## src/universal_serial_module_spi_pkg.sv

```systemverilog
/*
  Shared constants and types of the byte-wide SPI function of the serial
  module: register offsets, reset values, mode codes and register layouts.
  Assumes a 32-bit APB register bus and a 100 MHz system clock.
*/
`default_nettype none
package universal_serial_module_spi_pkg;
  localparam int unsigned ADDR_W = 12;
  localparam logic [ADDR_W-1:0] OFS_MODE = 12'h000;
  localparam logic [ADDR_W-1:0] OFS_FMT = 12'h004;
  localparam logic [ADDR_W-1:0] OFS_DATA = 12'h008;
  localparam logic [7:0] MODE_RST = 8'hE0;
  localparam logic [7:0] FMT_RST = 8'h00;
  localparam logic [7:0] DATA_RST = 8'h00;
  localparam int unsigned HALF_W = 6;
  localparam logic [HALF_W-1:0] DIV4_HALF = 6'h02;
  localparam logic [HALF_W-1:0] DIV16_HALF = 6'h08;
  localparam logic [HALF_W-1:0] DIV64_HALF = 6'h20;
  localparam logic [3:0] BIT_COUNT = 4'h8;
  localparam logic [4:0] EDGE_COUNT = 5'h10;

  typedef enum logic [2:0] {
    MD_DIV4 = 3'h0,
    MD_DIV16 = 3'h1,
    MD_DIV64 = 3'h2,
    MD_SUB = 3'h3,
    MD_TIMER = 3'h4,
    MD_SLAVE = 3'h5,
    MD_I2C = 3'h6,
    MD_UNUSED = 3'h7
  } mode_t;

  typedef struct packed {
    mode_t mode_field;
    logic uart_select_bit;
    logic [1:0] debounce_time_bits;
    logic module_enable_bit;
    logic incomplete_flag;
  } mode_ctl_t;

  typedef struct packed {
    logic [1:0] spare;
    logic clock_polarity_bit;
    logic capture_edge_bit;
    logic bit_order_bit;
    logic select_pin_enable;
    logic write_collision_flag;
    logic transfer_complete_flag;
  } fmt_ctl_t;

  typedef enum logic [1:0] {ST_IDLE, ST_MASTER, ST_SLAVE} state_t;

  // SPI function selected: UART bit clear and an SPI mode code
  function automatic logic is_spi(input mode_ctl_t m);
    return !m.uart_select_bit && (m.mode_field <= MD_SLAVE);
  endfunction

  // Bit that leaves the shifter first for the chosen order
  function automatic logic first_bit(input logic [7:0] d,
                                     input logic msb_first);
    return msb_first ? d[7] : d[0];
  endfunction
endpackage
`default_nettype wire

```

## src/spi_sync2.sv

```systemverilog
/*
  Two-flop synchroniser for a bundle of asynchronous pin levels.
  Assumes each bit is an independent level; no bus coherency is given.
*/
`default_nettype none
module spi_sync2 #(
  parameter int unsigned W = 4
) (
  input wire logic i_clk,
  input wire logic i_rst_b,
  input wire logic i_ce,
  input wire logic [W-1:0] i_d,
  output logic [W-1:0] o_q
);
  logic [W-1:0] meta;

  always_ff @(posedge i_clk or negedge i_rst_b) begin
    if (!i_rst_b) begin
      meta <= '0;
      o_q <= '0;
    end else if (i_ce) begin
      meta <= i_d;
      o_q <= meta;
    end
  end
endmodule
`default_nettype wire

```

## src/spi_tick_gen.sv

```systemverilog
/*
  Master serial clock tick generator: one pulse per half period of the
  serial clock for the selected master mode.
  Assumes i_sub is already synchronised and i_match is a same-clock pulse.
*/
`default_nettype none
module spi_tick_gen (
  input wire logic i_clk,
  input wire logic i_rst_b,
  input wire logic i_ce,
  input wire logic i_run,
  input wire universal_serial_module_spi_pkg::mode_t i_mode,
  input wire logic i_sub,
  input wire logic i_match,
  output logic o_tick
);
  import universal_serial_module_spi_pkg::*;

  logic [HALF_W-1:0] cnt;
  logic [HALF_W-1:0] half;
  logic sub_d;
  logic wrap;

  always_comb begin
    case (i_mode)
      MD_DIV16: half = DIV16_HALF;
      MD_DIV64: half = DIV64_HALF;
      default: half = DIV4_HALF;
    endcase
  end

  assign wrap = (cnt == half - 6'h01);

  always_ff @(posedge i_clk or negedge i_rst_b) begin
    if (!i_rst_b) begin
      cnt <= '0;
    end else if (i_ce) begin
      if (!i_run || wrap) begin
        cnt <= '0;
      end else begin
        cnt <= cnt + 6'h01;
      end
    end
  end

  always_ff @(posedge i_clk or negedge i_rst_b) begin
    if (!i_rst_b) begin
      sub_d <= 1'b0;
    end else if (i_ce) begin
      sub_d <= i_sub;
    end
  end

  always_comb begin
    case (i_mode)
      MD_DIV4, MD_DIV16, MD_DIV64: o_tick = i_run && wrap;
      MD_SUB: o_tick = i_run && (i_sub != sub_d);
      MD_TIMER: o_tick = i_run && i_match;
      default: o_tick = 1'b0;
    endcase
  end
endmodule
`default_nettype wire

```

## src/universal_serial_module_spi.sv

```systemverilog
/*
  SPI master/slave function of the serial module with its APB registers.
  Assumes APB on the system clock; pins are split into in/out/enable.
*/
// The APB register port and the placing of the registers are this design's own decisions.
// Summary of operation
// - Full-duplex byte transfers, as master or slave per mode field.
// - The master starts transfers and alone drives the serial clock.
// - Select pin driven in master modes when select enable is 1, floating when 0.
// - Software writes outgoing byte to data register; received byte read there.
// - One physical data register shared with the I2C function.
// - Format and data registers accessible only while an SPI mode is chosen.
// - Modes 000, 001, 010: master at system clock over 4, 16, 64.
// - Mode 011: master from subsidiary clock; 100: half timer match rate.
// - Mode field chooses SPI or I2C only while UART select is clear.
// - UART select 1 means UART operation; 0 allows SPI or I2C.
// - Debounce bits act only in I2C; SPI ignores them.
// - Shift order LSB first or MSB first by configuration bit.
// - Capture edge selectable as rising or falling.
// - Clock polarity 0 idles clock high, 1 idles it low.
// - Edge select with polarity picks rising or falling capture edge.
// - Slave select released mid-byte sets incomplete and complete flags.
// - Module enable switches the function; disabled pins lose SPI role.
`default_nettype none
module universal_serial_module_spi (
  input wire logic I_MCLK,
  input wire logic I_RST_B,
  input wire logic I_CE,
  input wire logic I_PSEL,
  input wire logic I_PENABLE,
  input wire logic I_PWRITE,
  input wire logic [universal_serial_module_spi_pkg::ADDR_W-1:0] I_PADDR,
  input wire logic [31:0] I_PWDATA,
  output logic [31:0] O_PRDATA,
  output logic O_PREADY,
  output logic O_PSLVERR,
  input wire logic I_SDI,
  output logic O_SDO,
  output logic O_SDO_OE,
  input wire logic I_SCK_I,
  output logic O_SCK_O,
  output logic O_SCK_OE,
  input wire logic I_SCS_N_I,
  output logic O_SCS_N_O,
  output logic O_SCS_N_OE,
  input wire logic I_SUBCLK,
  input wire logic I_TMR_MATCH
);
  import universal_serial_module_spi_pkg::*;

  mode_ctl_t mode_reg;
  fmt_ctl_t fmt_reg;
  logic [7:0] shift_data;
  state_t state;
  logic [3:0] sync_q;
  logic sdi_s, sck_s, scs_n_s, sub_s;
  logic sck_d, scs_n_d;
  logic tick;
  logic sck_q, sdo_q, scs_q;
  logic [3:0] cap_cnt;
  logic [4:0] edge_cnt;
  logic spi_on, run, master, slave, busy;
  logic scs_active, slave_live;
  logic acc, wr, mapped;
  logic wr_mode, wr_fmt, wr_data;
  logic collide, start;
  logic edge_ev, leading, capture;
  logic done, abort;
  logic [7:0] rd_byte;

  spi_sync2 #(
    .W(4)
  ) u_sync (
    .i_clk(I_MCLK),
    .i_rst_b(I_RST_B),
    .i_ce(I_CE),
    .i_d({I_SDI, I_SCK_I, I_SCS_N_I, I_SUBCLK}),
    .o_q(sync_q)
  );

  assign sdi_s = sync_q[3];
  assign sck_s = sync_q[2];
  assign scs_n_s = sync_q[1];
  assign sub_s = sync_q[0];

  // Mode decode: UART select overrides the mode field
  assign spi_on = is_spi(mode_reg);
  assign run = spi_on && mode_reg.module_enable_bit;
  assign master = run && (mode_reg.mode_field <= MD_TIMER);
  assign slave = run && (mode_reg.mode_field == MD_SLAVE);
  assign busy = (state != ST_IDLE);

  // APB decode; format and data registers hidden outside SPI modes
  assign acc = I_PSEL && I_PENABLE && I_CE;
  assign wr = acc && I_PWRITE;
  assign mapped = (I_PADDR == OFS_MODE) || (I_PADDR == OFS_FMT) ||
                  (I_PADDR == OFS_DATA);
  assign wr_mode = wr && (I_PADDR == OFS_MODE);
  assign wr_fmt = wr && (I_PADDR == OFS_FMT) && spi_on;
  assign wr_data = wr && (I_PADDR == OFS_DATA) && spi_on;
  assign collide = wr_data && busy;
  assign start = wr_data && !busy && master;

  assign O_PREADY = I_CE;
  assign O_PSLVERR = I_PSEL && I_PENABLE && !mapped;

  always_comb begin
    rd_byte = 8'h00;
    if (I_PADDR == OFS_MODE) begin
      rd_byte = mode_reg;
    end else if (I_PADDR == OFS_FMT && spi_on) begin
      rd_byte = fmt_reg;
    end else if (I_PADDR == OFS_DATA && spi_on) begin
      rd_byte = shift_data;
    end
  end

  always_ff @(posedge I_MCLK or negedge I_RST_B) begin
    if (!I_RST_B) begin
      O_PRDATA <= 32'h00000000;
    end else if (I_CE && I_PSEL && !I_PENABLE) begin
      O_PRDATA <= {24'h000000, rd_byte};
    end
  end

  // Slave side edge and select detection on synchronised pins
  always_ff @(posedge I_MCLK or negedge I_RST_B) begin
    if (!I_RST_B) begin
      sck_d <= 1'b0;
      scs_n_d <= 1'b1;
    end else if (I_CE) begin
      sck_d <= sck_s;
      scs_n_d <= scs_n_s;
    end
  end

  assign scs_active = !fmt_reg.select_pin_enable || !scs_n_s;
  assign slave_live = slave && scs_active;

  spi_tick_gen u_tick (
    .i_clk(I_MCLK),
    .i_rst_b(I_RST_B),
    .i_ce(I_CE),
    .i_run(state == ST_MASTER),
    .i_mode(mode_reg.mode_field),
    .i_sub(sub_s),
    .i_match(I_TMR_MATCH),
    .o_tick(tick)
  );

  // Edge classification: the capture edge is the leading one when
  // the edge select bit is set, whatever the idle level
  always_comb begin
    edge_ev = 1'b0;
    leading = 1'b0;
    if (state == ST_MASTER) begin
      edge_ev = tick;
      leading = (sck_q == !fmt_reg.clock_polarity_bit);
    end else if (slave_live) begin
      edge_ev = (sck_s != sck_d);
      leading = (sck_d == !fmt_reg.clock_polarity_bit);
    end
  end
  assign capture = edge_ev &&
                   (leading == fmt_reg.capture_edge_bit);

  assign done = (state == ST_MASTER) ? (edge_ev &&
                  edge_cnt == EDGE_COUNT - 5'h01) :
                (state == ST_SLAVE || slave_live) && capture &&
                  (cap_cnt == BIT_COUNT - 4'h1);
  assign abort = (state == ST_SLAVE) && fmt_reg.select_pin_enable &&
                 scs_n_s && !scs_n_d && (cap_cnt != 4'h0) &&
                 !done;

  // Transfer sequencer
  always_ff @(posedge I_MCLK or negedge I_RST_B) begin
    if (!I_RST_B) begin
      state <= ST_IDLE;
    end else if (I_CE) begin
      if (!run) begin
        state <= ST_IDLE;
      end else begin
        case (state)
          ST_IDLE: begin
            if (start) begin
              state <= ST_MASTER;
            end else if (slave_live && !done &&
                         (fmt_reg.select_pin_enable || edge_ev)) begin
              state <= ST_SLAVE;
            end
          end
          ST_MASTER: begin
            if (done || !master) begin
              state <= ST_IDLE;
            end
          end
          ST_SLAVE: begin
            if (done || abort || !slave_live) begin
              state <= ST_IDLE;
            end
          end
          default: state <= ST_IDLE;
        endcase
      end
    end
  end

  // Bit and edge counters
  always_ff @(posedge I_MCLK or negedge I_RST_B) begin
    if (!I_RST_B) begin
      cap_cnt <= 4'h0;
      edge_cnt <= 5'h00;
    end else if (I_CE) begin
      if (!run || done || abort || start ||
          (state == ST_SLAVE && !slave_live)) begin
        cap_cnt <= 4'h0;
        edge_cnt <= 5'h00;
      end else begin
        if (capture) begin
          cap_cnt <= cap_cnt + 4'h1;
        end
        if (edge_ev) begin
          edge_cnt <= edge_cnt + 5'h01;
        end
      end
    end
  end

  // Shared data register doubles as the shifter
  always_ff @(posedge I_MCLK or negedge I_RST_B) begin
    if (!I_RST_B) begin
      shift_data <= DATA_RST;
    end else if (I_CE) begin
      if (wr_data && !busy) begin
        shift_data <= I_PWDATA[7:0];
      end else if (capture) begin
        if (fmt_reg.bit_order_bit) begin
          shift_data <= {shift_data[6:0], sdi_s};
        end else begin
          shift_data <= {sdi_s, shift_data[7:1]};
        end
      end
    end
  end

  // Serial data out: first bit on load, next bit on each launch edge
  always_ff @(posedge I_MCLK or negedge I_RST_B) begin
    if (!I_RST_B) begin
      sdo_q <= 1'b0;
    end else if (I_CE) begin
      if (wr_data && !busy) begin
        sdo_q <= first_bit(I_PWDATA[7:0], fmt_reg.bit_order_bit);
      end else if (edge_ev && !capture) begin
        sdo_q <= first_bit(shift_data, fmt_reg.bit_order_bit);
      end
    end
  end

  // Serial clock: rests at the idle level outside a master transfer
  always_ff @(posedge I_MCLK or negedge I_RST_B) begin
    if (!I_RST_B) begin
      sck_q <= 1'b1;
    end else if (I_CE) begin
      if (state == ST_MASTER && tick) begin
        sck_q <= !sck_q;
      end else if (state != ST_MASTER) begin
        sck_q <= !fmt_reg.clock_polarity_bit;
      end
    end
  end

  always_ff @(posedge I_MCLK or negedge I_RST_B) begin
    if (!I_RST_B) begin
      scs_q <= 1'b1;
    end else if (I_CE) begin
      scs_q <= !(state == ST_MASTER || start);
    end
  end

  // Pin drive
  assign O_SCK_O = sck_q;
  assign O_SCK_OE = master;
  assign O_SDO = sdo_q;
  assign O_SDO_OE = master || slave_live;
  assign O_SCS_N_O = scs_q;
  assign O_SCS_N_OE = master && fmt_reg.select_pin_enable;

  // Mode control register; debounce bits are stored only
  always_ff @(posedge I_MCLK or negedge I_RST_B) begin
    if (!I_RST_B) begin
      mode_reg <= MODE_RST;
    end else if (I_CE) begin
      if (wr_mode) begin
        mode_reg <= I_PWDATA[7:0];
      end
      if (abort) begin
        mode_reg.incomplete_flag <= 1'b1;
      end
    end
  end

  // Format control register; hardware flag sets win over writes
  always_ff @(posedge I_MCLK or negedge I_RST_B) begin
    if (!I_RST_B) begin
      fmt_reg <= FMT_RST;
    end else if (I_CE) begin
      if (wr_fmt) begin
        fmt_reg <= I_PWDATA[7:0];
      end
      if (done || abort) begin
        fmt_reg.transfer_complete_flag <= 1'b1;
      end
      if (collide) begin
        fmt_reg.write_collision_flag <= 1'b1;
      end
    end
  end
endmodule
`default_nettype wire

```

## config.mk

```make
export PLATFORM = sky130hd
export DESIGN_NAME = universal_serial_module_spi
export DESIGN_NICKNAME = d
export VERILOG_FILES = /design/src/universal_serial_module_spi_pkg.sv /design/src/spi_sync2.sv /design/src/spi_tick_gen.sv /design/src/universal_serial_module_spi.sv
export SDC_FILE = /design/constraint.sdc
export NUM_CORES = 1
export LEC_CHECK = 0
export CAP_MARGIN = 20
export CORE_MARGIN = 2
export CORE_UTILIZATION = 69
export DETAILED_ROUTE_END_ITERATION = 7
export DONT_BUFFER_PORTS = 1
export PLACE_DENSITY = 0.95
export SLEW_MARGIN = 20
export SYNTH_ARGS = -nofsm -noshare
export SYNTH_HDL_FRONTEND = slang
export SYNTH_SLANG_ARGS = --single-unit
```

## constraint.sdc

```tcl
create_clock -name I_MCLK -period 6.6 [get_ports I_MCLK]
set_input_delay 0.66 -clock I_MCLK [delete_from_list [all_inputs] [get_ports I_MCLK]]
set_output_delay 0.66 -clock I_MCLK [all_outputs]
set_load 0.005 [all_outputs]
```

==> impl_results.md <==
* Worst slew pin tran at 0.797 ns
* Min cycle time layout at 2.66 ns
* Layout cells sized above 1 at 0.189
* Internal power at 718 uW
* Rows at 26
* Diode count at 0
* Max cap viols at 0
* Cell Pwr Density at 231 mW/mm^2
* Clk pwr share at 0.490
* Fmax at 0.376 GHz
* Iteration-0 DRC Markers at 493
* Crit share post-route at 0.403
* Die height at 77.7 um
* Starting density of the core at 0.724
* Yosys warnings at 0
* Syn_area_per_cell at 9.91 sq um
* Seq cells post-synth at 63
* Mapped Area at 0.00375 sq mm
* Pin count of the biggest net entering global routing at 46
* Slew headroom at 0.467
* Pre-antenna DRT Iters at 7
* TritonCTS clock tree: built
* H-tree Lvls at 3
* Final setup TNS at 0 ns
* IO Pins at 95
* Clk_skew at 0.0122 ns
* Routed Antenna Nets at 0
* Max FO, Critical Path at 8
* Gate power share at 0.053
* Asr flop ratio synth at 1.00
* Initial antenna violation count at 0
* Final Core Density at 0.771
* Setup crit end kind: flip-flop
* Hold Crit Class: in2async
* CP arrival at 2.89 ns
* Final Wtd Congestion at 0.885
* Number of global-route vias before repair at 2809
* Clock Tree Buf Depth at 2
* Clk Latency, worst-skew pair at 0.34 ns
* Unrepaired setup endpoints after global routing: false
* Result of the run: completed
* Die width at 77.7 um
* Cell variety after synth at 62
* Switching Share at 0.222
* Via count at 3041
* VDD IR max at 225 uV
* Tot GR Track Use at 0.308
* WP data required at 6.83 ns
* Endpoints failing hold at 0
* Num CTS Buffers at 9
* Via-to-Cell Ratio at 6.74
* Reg power frac at 0.458
* PortBufs at 0
* First-pass GRT wire length at 14200 um
* Fill cells at 319
* Leakage at 1.76 nW
* Kind of critical path: reg2reg
* Area growth syn-to-layout at 6.44%
* Max Slew Vio Count at 0
* EDFF count, synth at 0
* Main flop type after synthesis: dfrtp_1
* NetSw at 205 uW
* Sequential fraction of the synthesis area at 0.423
* Setup-failing EPs final at 0
* Clk slew on worst S/H paths at 0.08 ns
* Placed cells at 432
* Nets at 436
* DP Wirelength at 5770 um
* Total gr overflow at 0
* Mapped Cells at 378
* Startpoint Class: flip-flop
* Drt drc at 0
* Clk root buf: clkbuf_8
* Core footprint at 0.00517 sq mm
* Full die area at 0.00604 sq mm
* CTS sink count at 63
* Drt total wl at 9020 um
* Final Instance Count excl. Fillers at 451
* Wire per inst at 20.0 um
-- cell families (layout without fill, tap and decap cells) --
| logic type | Yosys count | after routing | share of synthesized area |
|---|---|---|---|
| fa+ha+maj | 5 | 5 | 0.0167 |
| xor+xnor | 7 | 7 | 0.0164 |
| flops | 63 | 63 | 0.423 |
| other cells | 1 | 24 | 0.00100 |
| simple gates | 124 | 124 | 0.178 |
| buf+inv | 53 | 33 | 0.0838 |
| compound gates | 82 | 82 | 0.145 |
| mux | 43 | 43 | 0.137 |
-- layout by cell type (no fill, tap or decap), drive strengths merged, types with 3 or more instances in the layout --
cell type	count
dfrtp	57
nand2	37
mux2	33
nor2	31
a21oi	29
conb	24
inv	14
o21ai	14
mux2i	9
clkbuf	9
a221oi	8
nand3	8
nand4	7
dfstp	6
nor3	6
nor4	6
a21o	5
ha	5
nor2b	4
and3	4
xnor2	4
nand2b	4
bufinv	4
o21a	3
and2	3
o31ai	3
xor2	3
-- through the flow --
step | worst slack (ns) | hold slack [ns] | power [mW] | instance area, sq um
floorplan | 4.05 | 0.364 | 0.470 | 3830
global placement | 3.76 | 0.366 | 0.464 | 3660
detailed placement | 3.74 | 0.365 | 0.468 | 3660
CTS | 4.02 | 0.00224 | 0.923 | 3960
global route | 3.77 | 0.000998 | 0.948 | 3990
finish | 3.94 | 0.0148 | 0.922 | 3990
-- cells in the mapped netlist (4+ instances only) --
cell / instances / share of area
o21ai_1: 6 / 0.0080
ha_1: 5 / 0.017
nor4_2: 4 / 0.013
o21ai_0: 8 / 0.011
nand2b_1: 4 / 0.0067
mux2_4: 8 / 0.032
a221oi_1: 8 / 0.019
a21oi_1: 29 / 0.039
nor3_1: 5 / 0.0067
nor2b_1: 4 / 0.0067
nand2_1: 37 / 0.037
xnor2_1: 4 / 0.0093
dfstp_2: 6 / 0.042
nor2_1: 29 / 0.029
mux2i_1: 9 / 0.024
mux2_2: 25 / 0.075
a21o_1: 5 / 0.010
dfrtp_1: 57 / 0.38
nand4_1: 7 / 0.012
inv_1: 14 / 0.014
buf_2: 5 / 0.0067
clkbuf_1: 7 / 0.0070
buf_4: 25 / 0.050
and3_1: 4 / 0.0067
nand3_1: 6 / 0.0080
-- power groups by stage --
stage | clock network (mW) | logic (mW) | registers, mW
final | 0.451 | 0.0485 | 0.422
after global routing | 0.469 | 0.0545 | 0.424
after CTS | 0.454 | 0.0468 | 0.422
after detailed placement | 0 | 0.0389 | 0.429
after global placement | 0 | 0.0363 | 0.428
after floorplan | 0 | 0.0464 | 0.424
-- repair_timing --
action / in CTS / in global routing
gates resized for setup: 0 / 0
setup buffers: 0 / 0
hold endpoints to repair: 45 / 5
hold buffers: 1 / 1
-- path summary, 6_finish.rpt --
kind,slack [ns],to,cells after the start,from
max reg2reg,3.94,shift_data[0],7,state[0]
min reg2reg,0.49,edge_cnt[4],2,edge_cnt[4]
min in group I_MCLK,0.39,u_tick.cnt[5],1,I_CE
min,0.01,cap_cnt[2],0,I_RST_B
max in group asynchronous,5.78,cap_cnt[1],1,I_RST_B
max,3.94,shift_data[0],7,state[0]
-- worst max-delay path: stages, from the launching register on --
cell and delay [ns]:
dfrtp_1 0.45, nor2b_1 0.44, o211ai_1 0.20, or3_1 0.38, nand3_2 0.18, nand2_1 0.13
a21o_1 0.39, mux2_4 0.37
-- cell type report --
class / instances / area (sq um) / area share
clock buffer: 9 / 124 / 0.0311
clock inverter: 7 / 145 / 0.0364
inverter: 14 / 52.6 / 0.0132
multi-input combinational: 285 / 1950 / 0.490
sequential: 63 / 1580 / 0.397
tap: 70 / 87.6 / 0.0220
timing repair buffer: 3 / 42.5 / 0.0107
-- routing by layer --
| layer | track usage | up-vias | share of wire |
|---|---|---|---|
| met5 | 0 | - | 0 |
| met2 | 0.480 | 228 | 0.48 |
| met3 | 0.106 | 27 | 0.11 |
| met1 | 0.412 | 1473 | 0.39 |
| li1 | - | 1313 | - |
| met4 | 0.0857 | 0 | 0.021 |
No activity file was read; power rests on OpenSTA's default activity.
